### config.mk
export PLATFORM = sky130hd
export DESIGN_NAME = agm_addr_gen
export DESIGN_NICKNAME = d
export VERILOG_FILES = /design/src/agm_pkg.sv /design/src/agm_addr_gen.sv
export SDC_FILE = /design/constraint.sdc
export NUM_CORES = 2
export LEC_CHECK = 0
export BUFFER_PORTS_ARGS = -buffer_cell sky130_fd_sc_hd__buf_2
export CAP_MARGIN = 10
export CORE_MARGIN = 8
export CORE_UTILIZATION = 45
export CTS_BUF_LIST = sky130_fd_sc_hd__clkbuf_2
export CTS_CLUSTER_DIAMETER = 50
export DETAILED_ROUTE_END_ITERATION = 8
export REMOVE_ABC_BUFFERS = 1
export SLEW_MARGIN = 30
export SYNTH_ARGS = -nofsm -noshare
export SYNTH_HDL_FRONTEND = slang
export SYNTH_SLANG_ARGS = --single-unit
export TNS_END_PERCENT = 20
### constraint.sdc
create_clock -name pclk -period 15.05 [get_ports pclk]
set_input_delay 3.01 -clock pclk [delete_from_list [all_inputs] [get_ports pclk]]
set_output_delay 3.01 -clock pclk [all_outputs]
set_load 0.01 [all_outputs]
### src/agm_pkg.sv
package agm_pkg;
  // APB byte addresses of the control registers
  localparam logic [7:0] ADDR_XSTART = 8'h00;
  localparam logic [7:0] ADDR_XEND = 8'h04;
  localparam logic [7:0] ADDR_YSTART = 8'h08;
  localparam logic [7:0] ADDR_YEND = 8'h0c;
  localparam logic [7:0] ADDR_CTRL = 8'h10;
  localparam logic [7:0] ADDR_PIVOT = 8'h14;
  localparam logic [7:0] ADDR_XPTR = 8'h18;
  localparam logic [15:0] RST_VAL = 16'h0000;
  localparam logic [15:0] RST_END = 16'h0001;
  localparam logic [15:0] RST_CTRL = 16'h0fff;
  // Control field positions
  localparam int XSEL_LO = 0;
  localparam int YSEL_LO = 4;
  localparam int RSEL_LO = 8;
  localparam int YEN_BIT = 14;
  localparam int XEN_BIT = 15;
  localparam int REN_BIT = 15;
  localparam logic [3:0] SEL_NONE = 4'hf;
  // Pointer registers that feed the dual-operand operand paths
  localparam logic [3:0] PTR_X0 = 4'h8;
  localparam logic [3:0] PTR_X1 = 4'h9;
  localparam logic [3:0] PTR_Y0 = 4'ha;
  localparam logic [3:0] PTR_Y1 = 4'hb;
  localparam logic [15:0] WORD_STEP = 16'h0002;

  typedef enum logic [2:0] {
    AGM_IND = 3'b000,
    AGM_POSTINC = 3'b001,
    AGM_POSTDEC = 3'b010,
    AGM_PREINC = 3'b011,
    AGM_PREDEC = 3'b100,
    AGM_REGOFS = 3'b101,
    AGM_LITOFS = 3'b110
  } agm_mode_t;

  // One address request from the decoder
  typedef struct packed {
    logic valid;
    logic [3:0] ptr;
    agm_mode_t mode;
    logic [15:0] base;
    logic [15:0] ofs;
    logic word;
  } agm_req_t;

  // One corrected address and pointer write-back
  typedef struct packed {
    logic valid;
    logic [15:0] addr;
    logic wb_en;
    logic [3:0] wb_ptr;
    logic [15:0] wb_val;
  } agm_rsp_t;

  // Dual-operand fetch: post-modify 0, 2, 4 or 6 or indexed
  typedef struct packed {
    logic valid;
    logic xsel;
    logic ysel;
    logic [15:0] xbase;
    logic [15:0] ybase;
    logic [1:0] xstep;
    logic [1:0] ystep;
    logic xidx;
    logic yidx;
    logic xdir;
    logic ydir;
    logic [15:0] xofs;
    logic [15:0] yofs;
  } agm_dual_t;
endpackage
### src/agm_addr_gen.sv
// Added by the designer: the register addresses and the APB register port.
`timescale 1ns/1ps
// Function
// - Dual-operand pointers 8,9 feed X read path; 10,11 feed Y path.
// - Dual-operand modes: indirect, post-modify by 2, 4, 6, indexed.
// - Move source and destination share one 16-bit offset register field.
// - One circular buffer in X space, one in Y space.
// - All buffers check both bounds, power-of-two length or not.
// - Bounds come from 16-bit start and end registers, max 32K words.
// - Y circular addresses keep least significant bit clear.
// - X circular active when X select not 15 and bit 15 set.
// - Y circular active when Y select not 15 and bit 14 set.
// - Bounds test beyond, not just equal, so overshoot still wraps.
// - Write back only in pre/post-modify; offset modes keep pointer.
// - Bit reversal only on X write generator.
// - Only the modifier is bit-reversed; pointers stay normal order.
// - Reversal needs select not 15, enable set, pre/post increment.
// - Pivot holds words; hardware scales it to bytes.
// - Non-word or other-mode accesses get normal addresses.
// - Reversal steps by pivot, ignores mode offset, clears bit 0.
// - Reversal beats circular on X write; X read stays circular.
module agm_addr_gen #(
  parameter int AW = 16
) (
  // Clock and reset
  input wire logic pclk,
  input wire logic presetn,
  input wire logic clk_en,
  // APB slave
  input wire logic psel,
  input wire logic penable,
  input wire logic pwrite,
  input wire logic [7:0] paddr,
  input wire logic [31:0] pwdata,
  output logic [31:0] prdata,
  output logic pready,
  output logic pslverr,
  // Decoder requests
  input wire agm_pkg::agm_req_t xrd_req,
  input wire agm_pkg::agm_req_t xwr_req,
  input wire agm_pkg::agm_req_t yrd_req,
  input wire agm_pkg::agm_dual_t dual_req,
  // Memory address ports and write-back
  output agm_pkg::agm_rsp_t xrd_rsp,
  output agm_pkg::agm_rsp_t xwr_rsp,
  output agm_pkg::agm_rsp_t yrd_rsp
);
  logic [AW-1:0] xstart_ff, xend_ff, ystart_ff, yend_ff, ctrl_ff, pivot_ff;
  logic [31:0] prdata_ff;
  logic pready_ff, pslverr_ff;
  agm_pkg::agm_rsp_t xrd_ff, xwr_ff, yrd_ff;
  agm_pkg::agm_rsp_t nxt_xrd, nxt_xwr, nxt_yrd;

  // Control decode
  wire [3:0] xsel = ctrl_ff[agm_pkg::XSEL_LO +: 4];
  wire [3:0] ysel = ctrl_ff[agm_pkg::YSEL_LO +: 4];
  wire [3:0] rsel = ctrl_ff[agm_pkg::RSEL_LO +: 4];
  wire x_circ_on = (xsel != agm_pkg::SEL_NONE) &&
                   ctrl_ff[agm_pkg::XEN_BIT];
  wire y_circ_on = (ysel != agm_pkg::SEL_NONE) &&
                   ctrl_ff[agm_pkg::YEN_BIT];
  wire rev_on = (rsel != agm_pkg::SEL_NONE) &&
                pivot_ff[agm_pkg::REN_BIT];
  wire [14:0] pivot = pivot_ff[14:0];

  // APB decode
  wire setup = psel && !penable;
  // Writes commit at the access edge that completes the transfer
  wire wr_hit = psel && penable && pready_ff && pwrite;
  wire rd_hit = setup && !pwrite;
  wire a_xs = paddr == agm_pkg::ADDR_XSTART;
  wire a_xe = paddr == agm_pkg::ADDR_XEND;
  wire a_ys = paddr == agm_pkg::ADDR_YSTART;
  wire a_ye = paddr == agm_pkg::ADDR_YEND;
  wire a_ct = paddr == agm_pkg::ADDR_CTRL;
  wire a_pv = paddr == agm_pkg::ADDR_PIVOT;
  wire a_xp = paddr == agm_pkg::ADDR_XPTR;
  wire mapped = a_xs | a_xe | a_ys | a_ye | a_ct | a_pv | a_xp;
  wire [15:0] rd_mux = a_xs ? xstart_ff : a_xe ? xend_ff :
                       a_ys ? ystart_ff : a_ye ? yend_ff :
                       a_ct ? ctrl_ff : a_pv ? pivot_ff :
                       a_xp ? xwr_ff.wb_val : 16'h0000;

  // Bit-reversed increment: reverse, add, reverse back (carry runs down)
  function automatic logic [14:0] rev15(input logic [14:0] v);
    logic [14:0] r;
    r = '0;
    for (int i = 0; i < 15; i++) r[i] = v[14-i];
    return r;
  endfunction

  function automatic logic [15:0] rev_step(input logic [15:0] p,
                                           input logic [14:0] m);
    logic [14:0] widx;
    widx = rev15(15'(rev15(p[15:1]) + rev15(m)));
    return {widx, 1'b0};
  endfunction

  // Circular correction with beyond-bound tests in both directions
  function automatic logic [15:0] wrap(input logic [15:0] a,
                                       input logic [15:0] s,
                                       input logic [15:0] e,
                                       input logic on);
    logic [16:0] len;
    logic [15:0] r;
    len = 17'(e) - 17'(s) + 17'd1;
    r = a;
    if (on && a > e) begin
      r = 16'(17'(a) - len);
    end else if (on && a < s) begin
      r = 16'(17'(a) + len);
    end
    return r;
  endfunction

  // Normal effective-address step for one request
  function automatic agm_pkg::agm_rsp_t calc(input agm_pkg::agm_req_t q,
                                             input logic [15:0] s,
                                             input logic [15:0] e,
                                             input logic circ,
                                             input logic clr0);
    agm_pkg::agm_rsp_t r;
    logic [15:0] step, ea, nv;
    logic upd;
    r = '0;
    step = q.word ? agm_pkg::WORD_STEP : 16'h0001;
    ea = q.base;
    nv = q.base;
    upd = 1'b0;
    case (q.mode)
      agm_pkg::AGM_POSTINC: begin
        nv = wrap(q.base + step, s, e, circ);
        upd = 1'b1;
      end
      agm_pkg::AGM_POSTDEC: begin
        nv = wrap(q.base - step, s, e, circ);
        upd = 1'b1;
      end
      agm_pkg::AGM_PREINC: begin
        ea = wrap(q.base + step, s, e, circ);
        nv = ea;
        upd = 1'b1;
      end
      agm_pkg::AGM_PREDEC: begin
        ea = wrap(q.base - step, s, e, circ);
        nv = ea;
        upd = 1'b1;
      end
      // Same offset field for source and destination of a move
      agm_pkg::AGM_REGOFS, agm_pkg::AGM_LITOFS: begin
        ea = wrap(q.base + q.ofs, s, e, circ);
      end
      default: begin
        ea = q.base;
      end
    endcase
    if (clr0) begin
      ea[0] = 1'b0;
      nv[0] = 1'b0;
    end
    r.valid = q.valid;
    r.addr = ea;
    r.wb_en = q.valid && upd;
    r.wb_ptr = q.ptr;
    r.wb_val = nv;
    return r;
  endfunction

  wire xr_circ = x_circ_on && (xrd_req.ptr == xsel);
  wire y_circ = y_circ_on && (yrd_req.ptr == ysel);
  wire xw_inc = (xwr_req.mode == agm_pkg::AGM_PREINC) ||
                (xwr_req.mode == agm_pkg::AGM_POSTINC);
  wire xw_rev = rev_on && (xwr_req.ptr == rsel) && xw_inc &&
                xwr_req.word;
  wire xw_circ = x_circ_on && (xwr_req.ptr == xsel) &&
                 !xw_rev;

  // Dual-operand fetch path, X side pointers 8/9, Y side 10/11
  wire [3:0] dx_ptr = dual_req.xsel ? agm_pkg::PTR_X1 : agm_pkg::PTR_X0;
  wire [3:0] dy_ptr = dual_req.ysel ? agm_pkg::PTR_Y1 : agm_pkg::PTR_Y0;
  wire [15:0] dx_stp = {13'h0000, dual_req.xstep, 1'b0};
  wire [15:0] dy_stp = {13'h0000, dual_req.ystep, 1'b0};
  wire dx_circ = x_circ_on && (dx_ptr == xsel);
  wire dy_circ = y_circ_on && (dy_ptr == ysel);

  always_comb begin
    nxt_xrd = calc(xrd_req, xstart_ff, xend_ff, xr_circ, 1'b0);
    nxt_yrd = calc(yrd_req, ystart_ff, yend_ff, y_circ, 1'b1);
    nxt_xwr = calc(xwr_req, xstart_ff, xend_ff, xw_circ, 1'b0);
    if (xw_rev) begin
      nxt_xwr.wb_val = rev_step(xwr_req.base, pivot);
      nxt_xwr.addr = (xwr_req.mode == agm_pkg::AGM_PREINC) ?
                     nxt_xwr.wb_val : {xwr_req.base[15:1], 1'b0};
    end
    if (dual_req.valid) begin
      nxt_xrd.valid = 1'b1;
      nxt_xrd.wb_ptr = dx_ptr;
      nxt_xrd.addr = dual_req.xidx ?
        wrap(dual_req.xbase + dual_req.xofs, xstart_ff, xend_ff, dx_circ) :
        dual_req.xbase;
      nxt_xrd.wb_en = !dual_req.xidx && (dual_req.xstep != 2'b00);
      nxt_xrd.wb_val = dual_req.xdir ?
        wrap(dual_req.xbase - dx_stp, xstart_ff, xend_ff, dx_circ) :
        wrap(dual_req.xbase + dx_stp, xstart_ff, xend_ff, dx_circ);
      nxt_yrd.valid = 1'b1;
      nxt_yrd.wb_ptr = dy_ptr;
      nxt_yrd.addr = dual_req.yidx ?
        wrap(dual_req.ybase + dual_req.yofs, ystart_ff, yend_ff, dy_circ) :
        dual_req.ybase;
      nxt_yrd.addr[0] = 1'b0;
      nxt_yrd.wb_en = !dual_req.yidx && (dual_req.ystep != 2'b00);
      nxt_yrd.wb_val = dual_req.ydir ?
        wrap(dual_req.ybase - dy_stp, ystart_ff, yend_ff, dy_circ) :
        wrap(dual_req.ybase + dy_stp, ystart_ff, yend_ff, dy_circ);
      nxt_yrd.wb_val[0] = 1'b0;
    end
  end

  // Address results, registered once per request
  always_ff @(posedge pclk or negedge presetn) begin
    if (!presetn) begin
      xrd_ff <= '0;
      xwr_ff <= '0;
      yrd_ff <= '0;
    end else if (clk_en) begin
      xrd_ff <= nxt_xrd;
      xwr_ff <= nxt_xwr;
      yrd_ff <= nxt_yrd;
    end
  end

  // Register file, zero-wait APB
  always_ff @(posedge pclk or negedge presetn) begin
    if (!presetn) begin
      xstart_ff <= agm_pkg::RST_VAL;
      xend_ff <= agm_pkg::RST_END;
      ystart_ff <= agm_pkg::RST_VAL;
      yend_ff <= agm_pkg::RST_END;
      ctrl_ff <= agm_pkg::RST_CTRL;
      pivot_ff <= agm_pkg::RST_VAL;
    end else if (clk_en && wr_hit) begin
      if (a_xs) xstart_ff <= pwdata[15:0];
      if (a_xe) xend_ff <= pwdata[15:0];
      if (a_ys) ystart_ff <= {pwdata[15:1], 1'b0};
      if (a_ye) yend_ff <= {pwdata[15:1], 1'b1};
      if (a_ct) ctrl_ff <= pwdata[15:0];
      if (a_pv) pivot_ff <= pwdata[15:0];
    end
  end

  always_ff @(posedge pclk or negedge presetn) begin
    if (!presetn) begin
      prdata_ff <= '0;
      pready_ff <= 1'b0;
      pslverr_ff <= 1'b0;
    end else if (clk_en) begin
      pready_ff <= setup;
      pslverr_ff <= setup && !mapped;
      prdata_ff <= rd_hit ? {16'h0000, rd_mux} : 32'h00000000;
    end
  end

  assign prdata = prdata_ff;
  assign pready = pready_ff;
  assign pslverr = pslverr_ff;
  assign xrd_rsp = xrd_ff;
  assign xwr_rsp = xwr_ff;
  assign yrd_rsp = yrd_ff;
endmodule

Yosys cells after proc, flatten, opt, wreduce, memory -nomap -nowiden. Cells that the tools add are included.

$add $sub $neg: 50. Magnitude comparators: 30. Equality and inequality tests: 33. Mux-type cells: 61. Bitwise gates (word level): 6. Reductions and logical operators: 82.

Operators by type and width (number): 16-bit two-way mux (45); 16-bit adder (20); 16-bit subtractor (17); 16-bit greater-than comparator (15); 16-bit less-than comparator (15); 16-bit one-hot mux with 3 select lines (3); 16-bit one-hot mux with 2 select lines (3); 38-bit two-way mux (2); 1-bit logical AND (54); 16-bit by 2-bit adder with 16-bit output (3); 16-bit by 2-bit subtractor with 16-bit output (3); 16-bit by 1-bit adder with 16-bit output (second input constant) (2); 16-bit by 3-bit adder with 16-bit output (2); 16-bit by 3-bit subtractor with 16-bit output (2); 3-bit == test (second input constant) (9); 4-bit == test (6); 8-bit by 5-bit == test with 1-bit output (second input constant) (3); 3-bit by 2-bit == test with 1-bit output (second input constant) (6); 2-bit OR reduction (9); 8-bit by 4-bit == test with 1-bit output (second input constant) (2); 15-bit adder (1); 4-bit != test (second input constant) (3); 2-bit AND reduction (6); 4-bit OR reduction (3); 9 further kinds (28).

Bits in registers: 242. Input port bits: 244. Output and inout port bits: 148. Logic and storage cells: 286.

Longest topological paths before layout.
Word-level depth: 12. Mapped depth: 28. Gate-level depth less buffers: 27.

Least setup slack after synthesis. OpenSTA, ideal clock, no wires.

Path kind: in2reg. Start point: in yrd_req[0] (netlist bit). End point: reg yrd_ff (netlist bit yrd_rsp[36]). Library setup time: 126 ps. Data arrival time: 7568 ps. Data required time: 14924 ps. Path slack: 7356 ps. Stages on the path: 22. Path buffers: 1. Path through: inv_1 -> ha_1 -> inv_1 -> fa_1 -> nor2_1 -> nand2_1 -> or4_1 -> or2_2 -> xnor2_1 -> ha_1 -> a21o_1 -> a221o_1 -> a21oi_1 -> or2_1 -> clkbuf_1 -> nand2_1 -> nor3_1 -> a211oi_2 -> xnor2_1 -> a221oi_1 -> nor3_1 -> o32a_1.

Word-level cells in the longest chain between the ends: 8. Elaborated cells between the ends (all ways): 21. Those cells by class: add/sub (6); order compare (4); mux (7); reduce/logical (4).

Ends and longest elaborated chain: start: declaration (RTL line agm_addr_gen.sv:41) `input wire agm_pkg::agm_req_t yrd_req,`; 2-bit two-way mux * (RTL line agm_addr_gen.sv:126) `step = q.word ? agm_pkg::WORD_STEP : 16'h0001;`; 16-bit by 2-bit subtractor with 16-bit output or 16-bit by 2-bit adder with 16-bit output (tied branches) (RTL line agm_addr_gen.sv:145, agm_addr_gen.sv:140); 16-bit less-than comparator (RTL line agm_addr_gen.sv:110) `end else if (on && a < s) begin`; 1-bit logical AND (RTL line agm_addr_gen.sv:110); 16-bit two-way mux (RTL line agm_addr_gen.sv:110); 16-bit two-way mux (RTL line agm_addr_gen.sv:108) `if (on && a > e) begin`; 16-bit one-hot mux with 3 select lines * (RTL line agm_addr_gen.sv:130) `case (q.mode)`; 38-bit two-way mux * (RTL line agm_addr_gen.sv:195) `if (dual_req.valid) begin`; end signal: assignment (RTL line agm_addr_gen.sv:228) `yrd_ff <= nxt_yrd;`; end: declaration (RTL line agm_addr_gen.sv:51) `agm_pkg::agm_rsp_t xrd_ff, xwr_ff, yrd_ff;`.

Mark *: on every way between the ends. The rest lies on a longest branch, timed or not. A chain may end at the register's enable or synchronous reset.

Worst setup path in the final report.
Start point: in yrd_req[0] (netlist bit). End point: reg yrd_ff (netlist bit yrd_rsp[4]).

Word-level cells in the longest chain between the ends: 8. Elaborated cells between the ends (all ways): 21. Those cells by class: add/sub (6); order compare (4); mux (7); reduce/logical (4).

Ends and longest elaborated chain (RTL line): 2-bit two-way mux * (agm_addr_gen.sv:126); 16-bit by 2-bit subtractor with 16-bit output or 16-bit by 2-bit adder with 16-bit output (tied branches); 16-bit less-than comparator (agm_addr_gen.sv:110); 1-bit logical AND (agm_addr_gen.sv:110); 16-bit two-way mux (agm_addr_gen.sv:110); 16-bit two-way mux (agm_addr_gen.sv:108); 16-bit one-hot mux with 2 select lines * (agm_addr_gen.sv:130); 38-bit two-way mux * (agm_addr_gen.sv:195).

Marked as above.

==> run summary <==
# rows: 126
syn avg cell area: 7.73 µm²
Peak Freq: 0.118 GHz
fin crit share: 0.564
simple-gate share of the synthesized area: 0.164
area delta synth->final: 8.47%
Clock Power Share: 0.158
Post-Route WL: 263 mm
CP Cell Sequence: buf_2 > inv_1 > ha_1 > inv_1 > fa_1 > nor2_1 > nand2_1 > or4_1 > or2_2 > xnor2_1 > ha_1 > a21o_1 > a221o_1 > a21oi_1 > or2_1 > nand2_1 > o211ai_1 > a21oi_1 > a221o_1 > o21ai_1 > a21oi_1 > a21o_1
failing checks: DRC
DR vias: 59,500
final clock skew: 0.234 ns
Hold Startpoint: xrd_rsp[26]
DRT Pass-1 Iters: 9
required time worst endpoint: 16.30 ns
wire length on met2: 109 mm
CP Launch Type: input port
drt first-iter violations: 7,135
drc violations: 22
mux share of post-synthesis cell area: 0.0266
hold slack: 0.488 ns
Die Span X: 360 µm
initial antenna violation count: 12
met3 WL post-DR: 28.7 mm
final instance area: 57,900 µm²
TNS Setup: 0 ns
WL met1: 104 mm
endpoints failing hold: 0
vias per cell: 6.76
sequential power share: 0.197
CP endpoint kind: flip-flop
DPL Wire Length: 198 mm
CTS tree: done
sequential area share after synthesis: 0.105
Longest Clk Path Bufs: 3
Top Metal Used: met5
flops & latches, synth: 224
grt ovf: 0
synth warn: 0
ys async rst share: 1.00
final worst path period need: 8.48 ns
fin nets: 8,543
synth unique cells: 110
vias in the first global route: 55,400
reg2reg start: ystart_ff[3]
post_cts resized: 0
r2r setup slk: 8.07 ns
top_reg_cell synth: dfrtp_1
Starting Density: 0.453
xor/xnor share of the synthesized area: 0.0537
R2R cell count: 25
Leakage: 0.0270 µW
Slowest cell on crit path: or2_1
clk_lat worst skew: 1.41 ns
kind of critical path: input port to flip-flop
PortBufs: 357
Post-CTS Setup Inserts: 0
die area: 130,000 µm²
NetSw: 1860 µW
maximum fanout along the worst path: 20
Core Footprint: 118,000 µm²
Sw Share: 0.528
largest family of logic cells by synthesized area: compound AO/OA/AOI/OAI gates
H-tree depth: 3
DP Area: 57,100 µm²
fin worst setup slack: 6.57 ns
worst setup path startpoint: yrd_req[0]
Setup WS pre-CTS: 5.31 ns
overall routing resource usage: 0.381
Antenna Nets Post-Route: 0
CTS Buf Count: 76
VDD IR max: 51.5 µV
critical path's largest stage delay: 0.66 ns
worst hold path type: flip-flop to flip-flop
cells after synthesis: 6,905
hold buffers post-CTS: 0
Max-Slew Margin vs Limit: 0.244
unrepaired setup endpoints after global routing: no
root buffer selected by CTS: clkbuf_2
Reg clk slew, reported paths: 0.10 ns
cell repeated most along the worst path: a21oi_1
Comb pwr share: 0.645
I/O Pins: 392
layout cells sized above 1: 0.118
Max Slew Vio Count: 0
Max Cap Viol: 0
Worst EP arrival: 9.73 ns
Placer Congestion: 0.993
pin count of the biggest net entering global routing: 107
EDFF count, synth: 0
die span in y: 360 µm
power density cells: 60.9 nW/µm²
wire length per cell: 29.9 µm
Pint: 1660 µW
status: finished with violations
Synth Area in Compound Gates: 0.333
Slew @ Worst Pin: 1.13 ns
worst r2r dst: yrd_rsp[15]
hold path depth: 1
Hold EP: xrd_rsp[26]
CTS sink cnt: 224
Final Setup Violations: 0
post-synthesis adder-cell area fraction: 0.265
Synth Cell Area: 53,400 µm²
first-pass GRT wire length: 377 mm
## critical path, delay by kind of cell
family,cells,cell delay [ns]
fa+ha+maj,3,0.95
simple gates,6,2.44
xor+xnor,1,0.48
buf+inv,3,0.33
compound gates,9,2.48
## sequential cells by signal, summed over array words and instances, names as in the netlist
| name | count |
|---|---|
| pivot_ff | 16 |
| yrd_rsp | 36 |
| xend_ff | 16 |
| xstart_ff | 16 |
| ystart_ff | 15 |
| pslverr | 1 |
| xrd_rsp | 38 |
| prdata | 16 |
| ctrl_ff | 16 |
| xwr_rsp | 38 |
| yend_ff | 15 |
| pready | 1 |
## placed cells by master (no fill, tap or decap), types with 105 or more instances in the layout
cell type / count
a21o_1: 247
buf_2: 354
ha_1: 1062
o21ai_0: 362
clkbuf_2: 105
buf_4: 159
o22ai_1: 105
o21bai_1: 131
dfrtp_1: 211
nand3_1: 108
xnor2_1: 199
a21oi_1: 622
nand2_1: 405
xor2_1: 116
nor2_1: 613
nor3_1: 145
inv_1: 384
## power by group through the flow
stage | registers [µW] | logic, µW | clock network, µW
finish | 695 | 2270 | 556
global route | 696 | 2450 | 598
CTS | 690 | 2200 | 565
detailed placement | 701 | 2190 | 0
global placement | 701 | 2170 | 0
floorplan | 699 | 1420 | 0
## final cells by class
type	count	area, µm²
Fill cell	11800	59900
Multi-Input combinational cell	5985	45100
Antenna cell	11	27.5
Sequential cell	224	5620
Clock inverter	27	131
Clock buffer	105	526
Timing Repair Buffer	517	3030
Inverter	391	1470
Tap cell	1536	1920
## routing by layer
layer / up-vias / global-route usage
li1: 26700 / -
met1: 28400 / 0.489
met2: 3527 / 0.569
met3: 823 / 0.0897
met4: 6 / 0.252
met5: - / 0.00111
## cell usage after synthesis (46+ instances only)
library cell | n | area [µm²]
a211oi_1 | 84 | 631
a21o_1 | 247 | 1850
a21oi_1 | 622 | 3110
a221o_1 | 84 | 841
a221oi_1 | 81 | 709
a22oi_1 | 46 | 345
a31oi_1 | 56 | 350
and3_1 | 61 | 382
clkbuf_1 | 250 | 938
dfrtp_1 | 211 | 5280
ha_1 | 1062 | 13300
inv_1 | 385 | 1450
mux2_2 | 76 | 856
mux2i_1 | 53 | 531
nand2_1 | 405 | 1520
nand2b_1 | 88 | 551
nand3_1 | 108 | 541
nand4_1 | 96 | 601
nor2_1 | 616 | 2310
nor2b_1 | 81 | 507
nor3_1 | 146 | 731
o211ai_1 | 68 | 510
o21a_1 | 80 | 601
o21ai_0 | 363 | 1820
o21bai_1 | 131 | 983
o221ai_1 | 96 | 841
o22ai_1 | 105 | 657
o31ai_1 | 62 | 465
or3_1 | 53 | 332
xnor2_1 | 207 | 1810
xor2_1 | 118 | 1030
## cell families after synthesis
group	after synthesis
other	1
AND/OR/NAND/NOR	1834
AO/OA/AOI/OAI	2572
multiplexers	131
XOR/XNOR	326
flip-flops	224
buffers and inverters	713
adder cells (fa/ha/maj)	1104
## through the flow
stage | std cells | total power, µW | util
after floorplan | 6600 | 2120 | -
after global placement | 8651 | 2870 | 0.485
after global routing | 8791 | 3750 | 0.491
after CTS | 8783 | 3460 | 0.491
final | 8796 | 3520 | 0.491
after detailed placement | 8651 | 2890 | 0.485
## worst max-delay path by stage
stage	cells after the start	to	slack, ns
final	22	yrd_rsp[4]	6.57
after global routing	21	yrd_rsp[7]	6.31
after CTS	22	yrd_rsp[4]	6.78
after detailed placement	22	yrd_rsp[4]	5.31
after global placement	22	yrd_rsp[4]	4.90
after floorplan	21	yrd_rsp[36]	7.11
(Power assumes the default switching activity.)
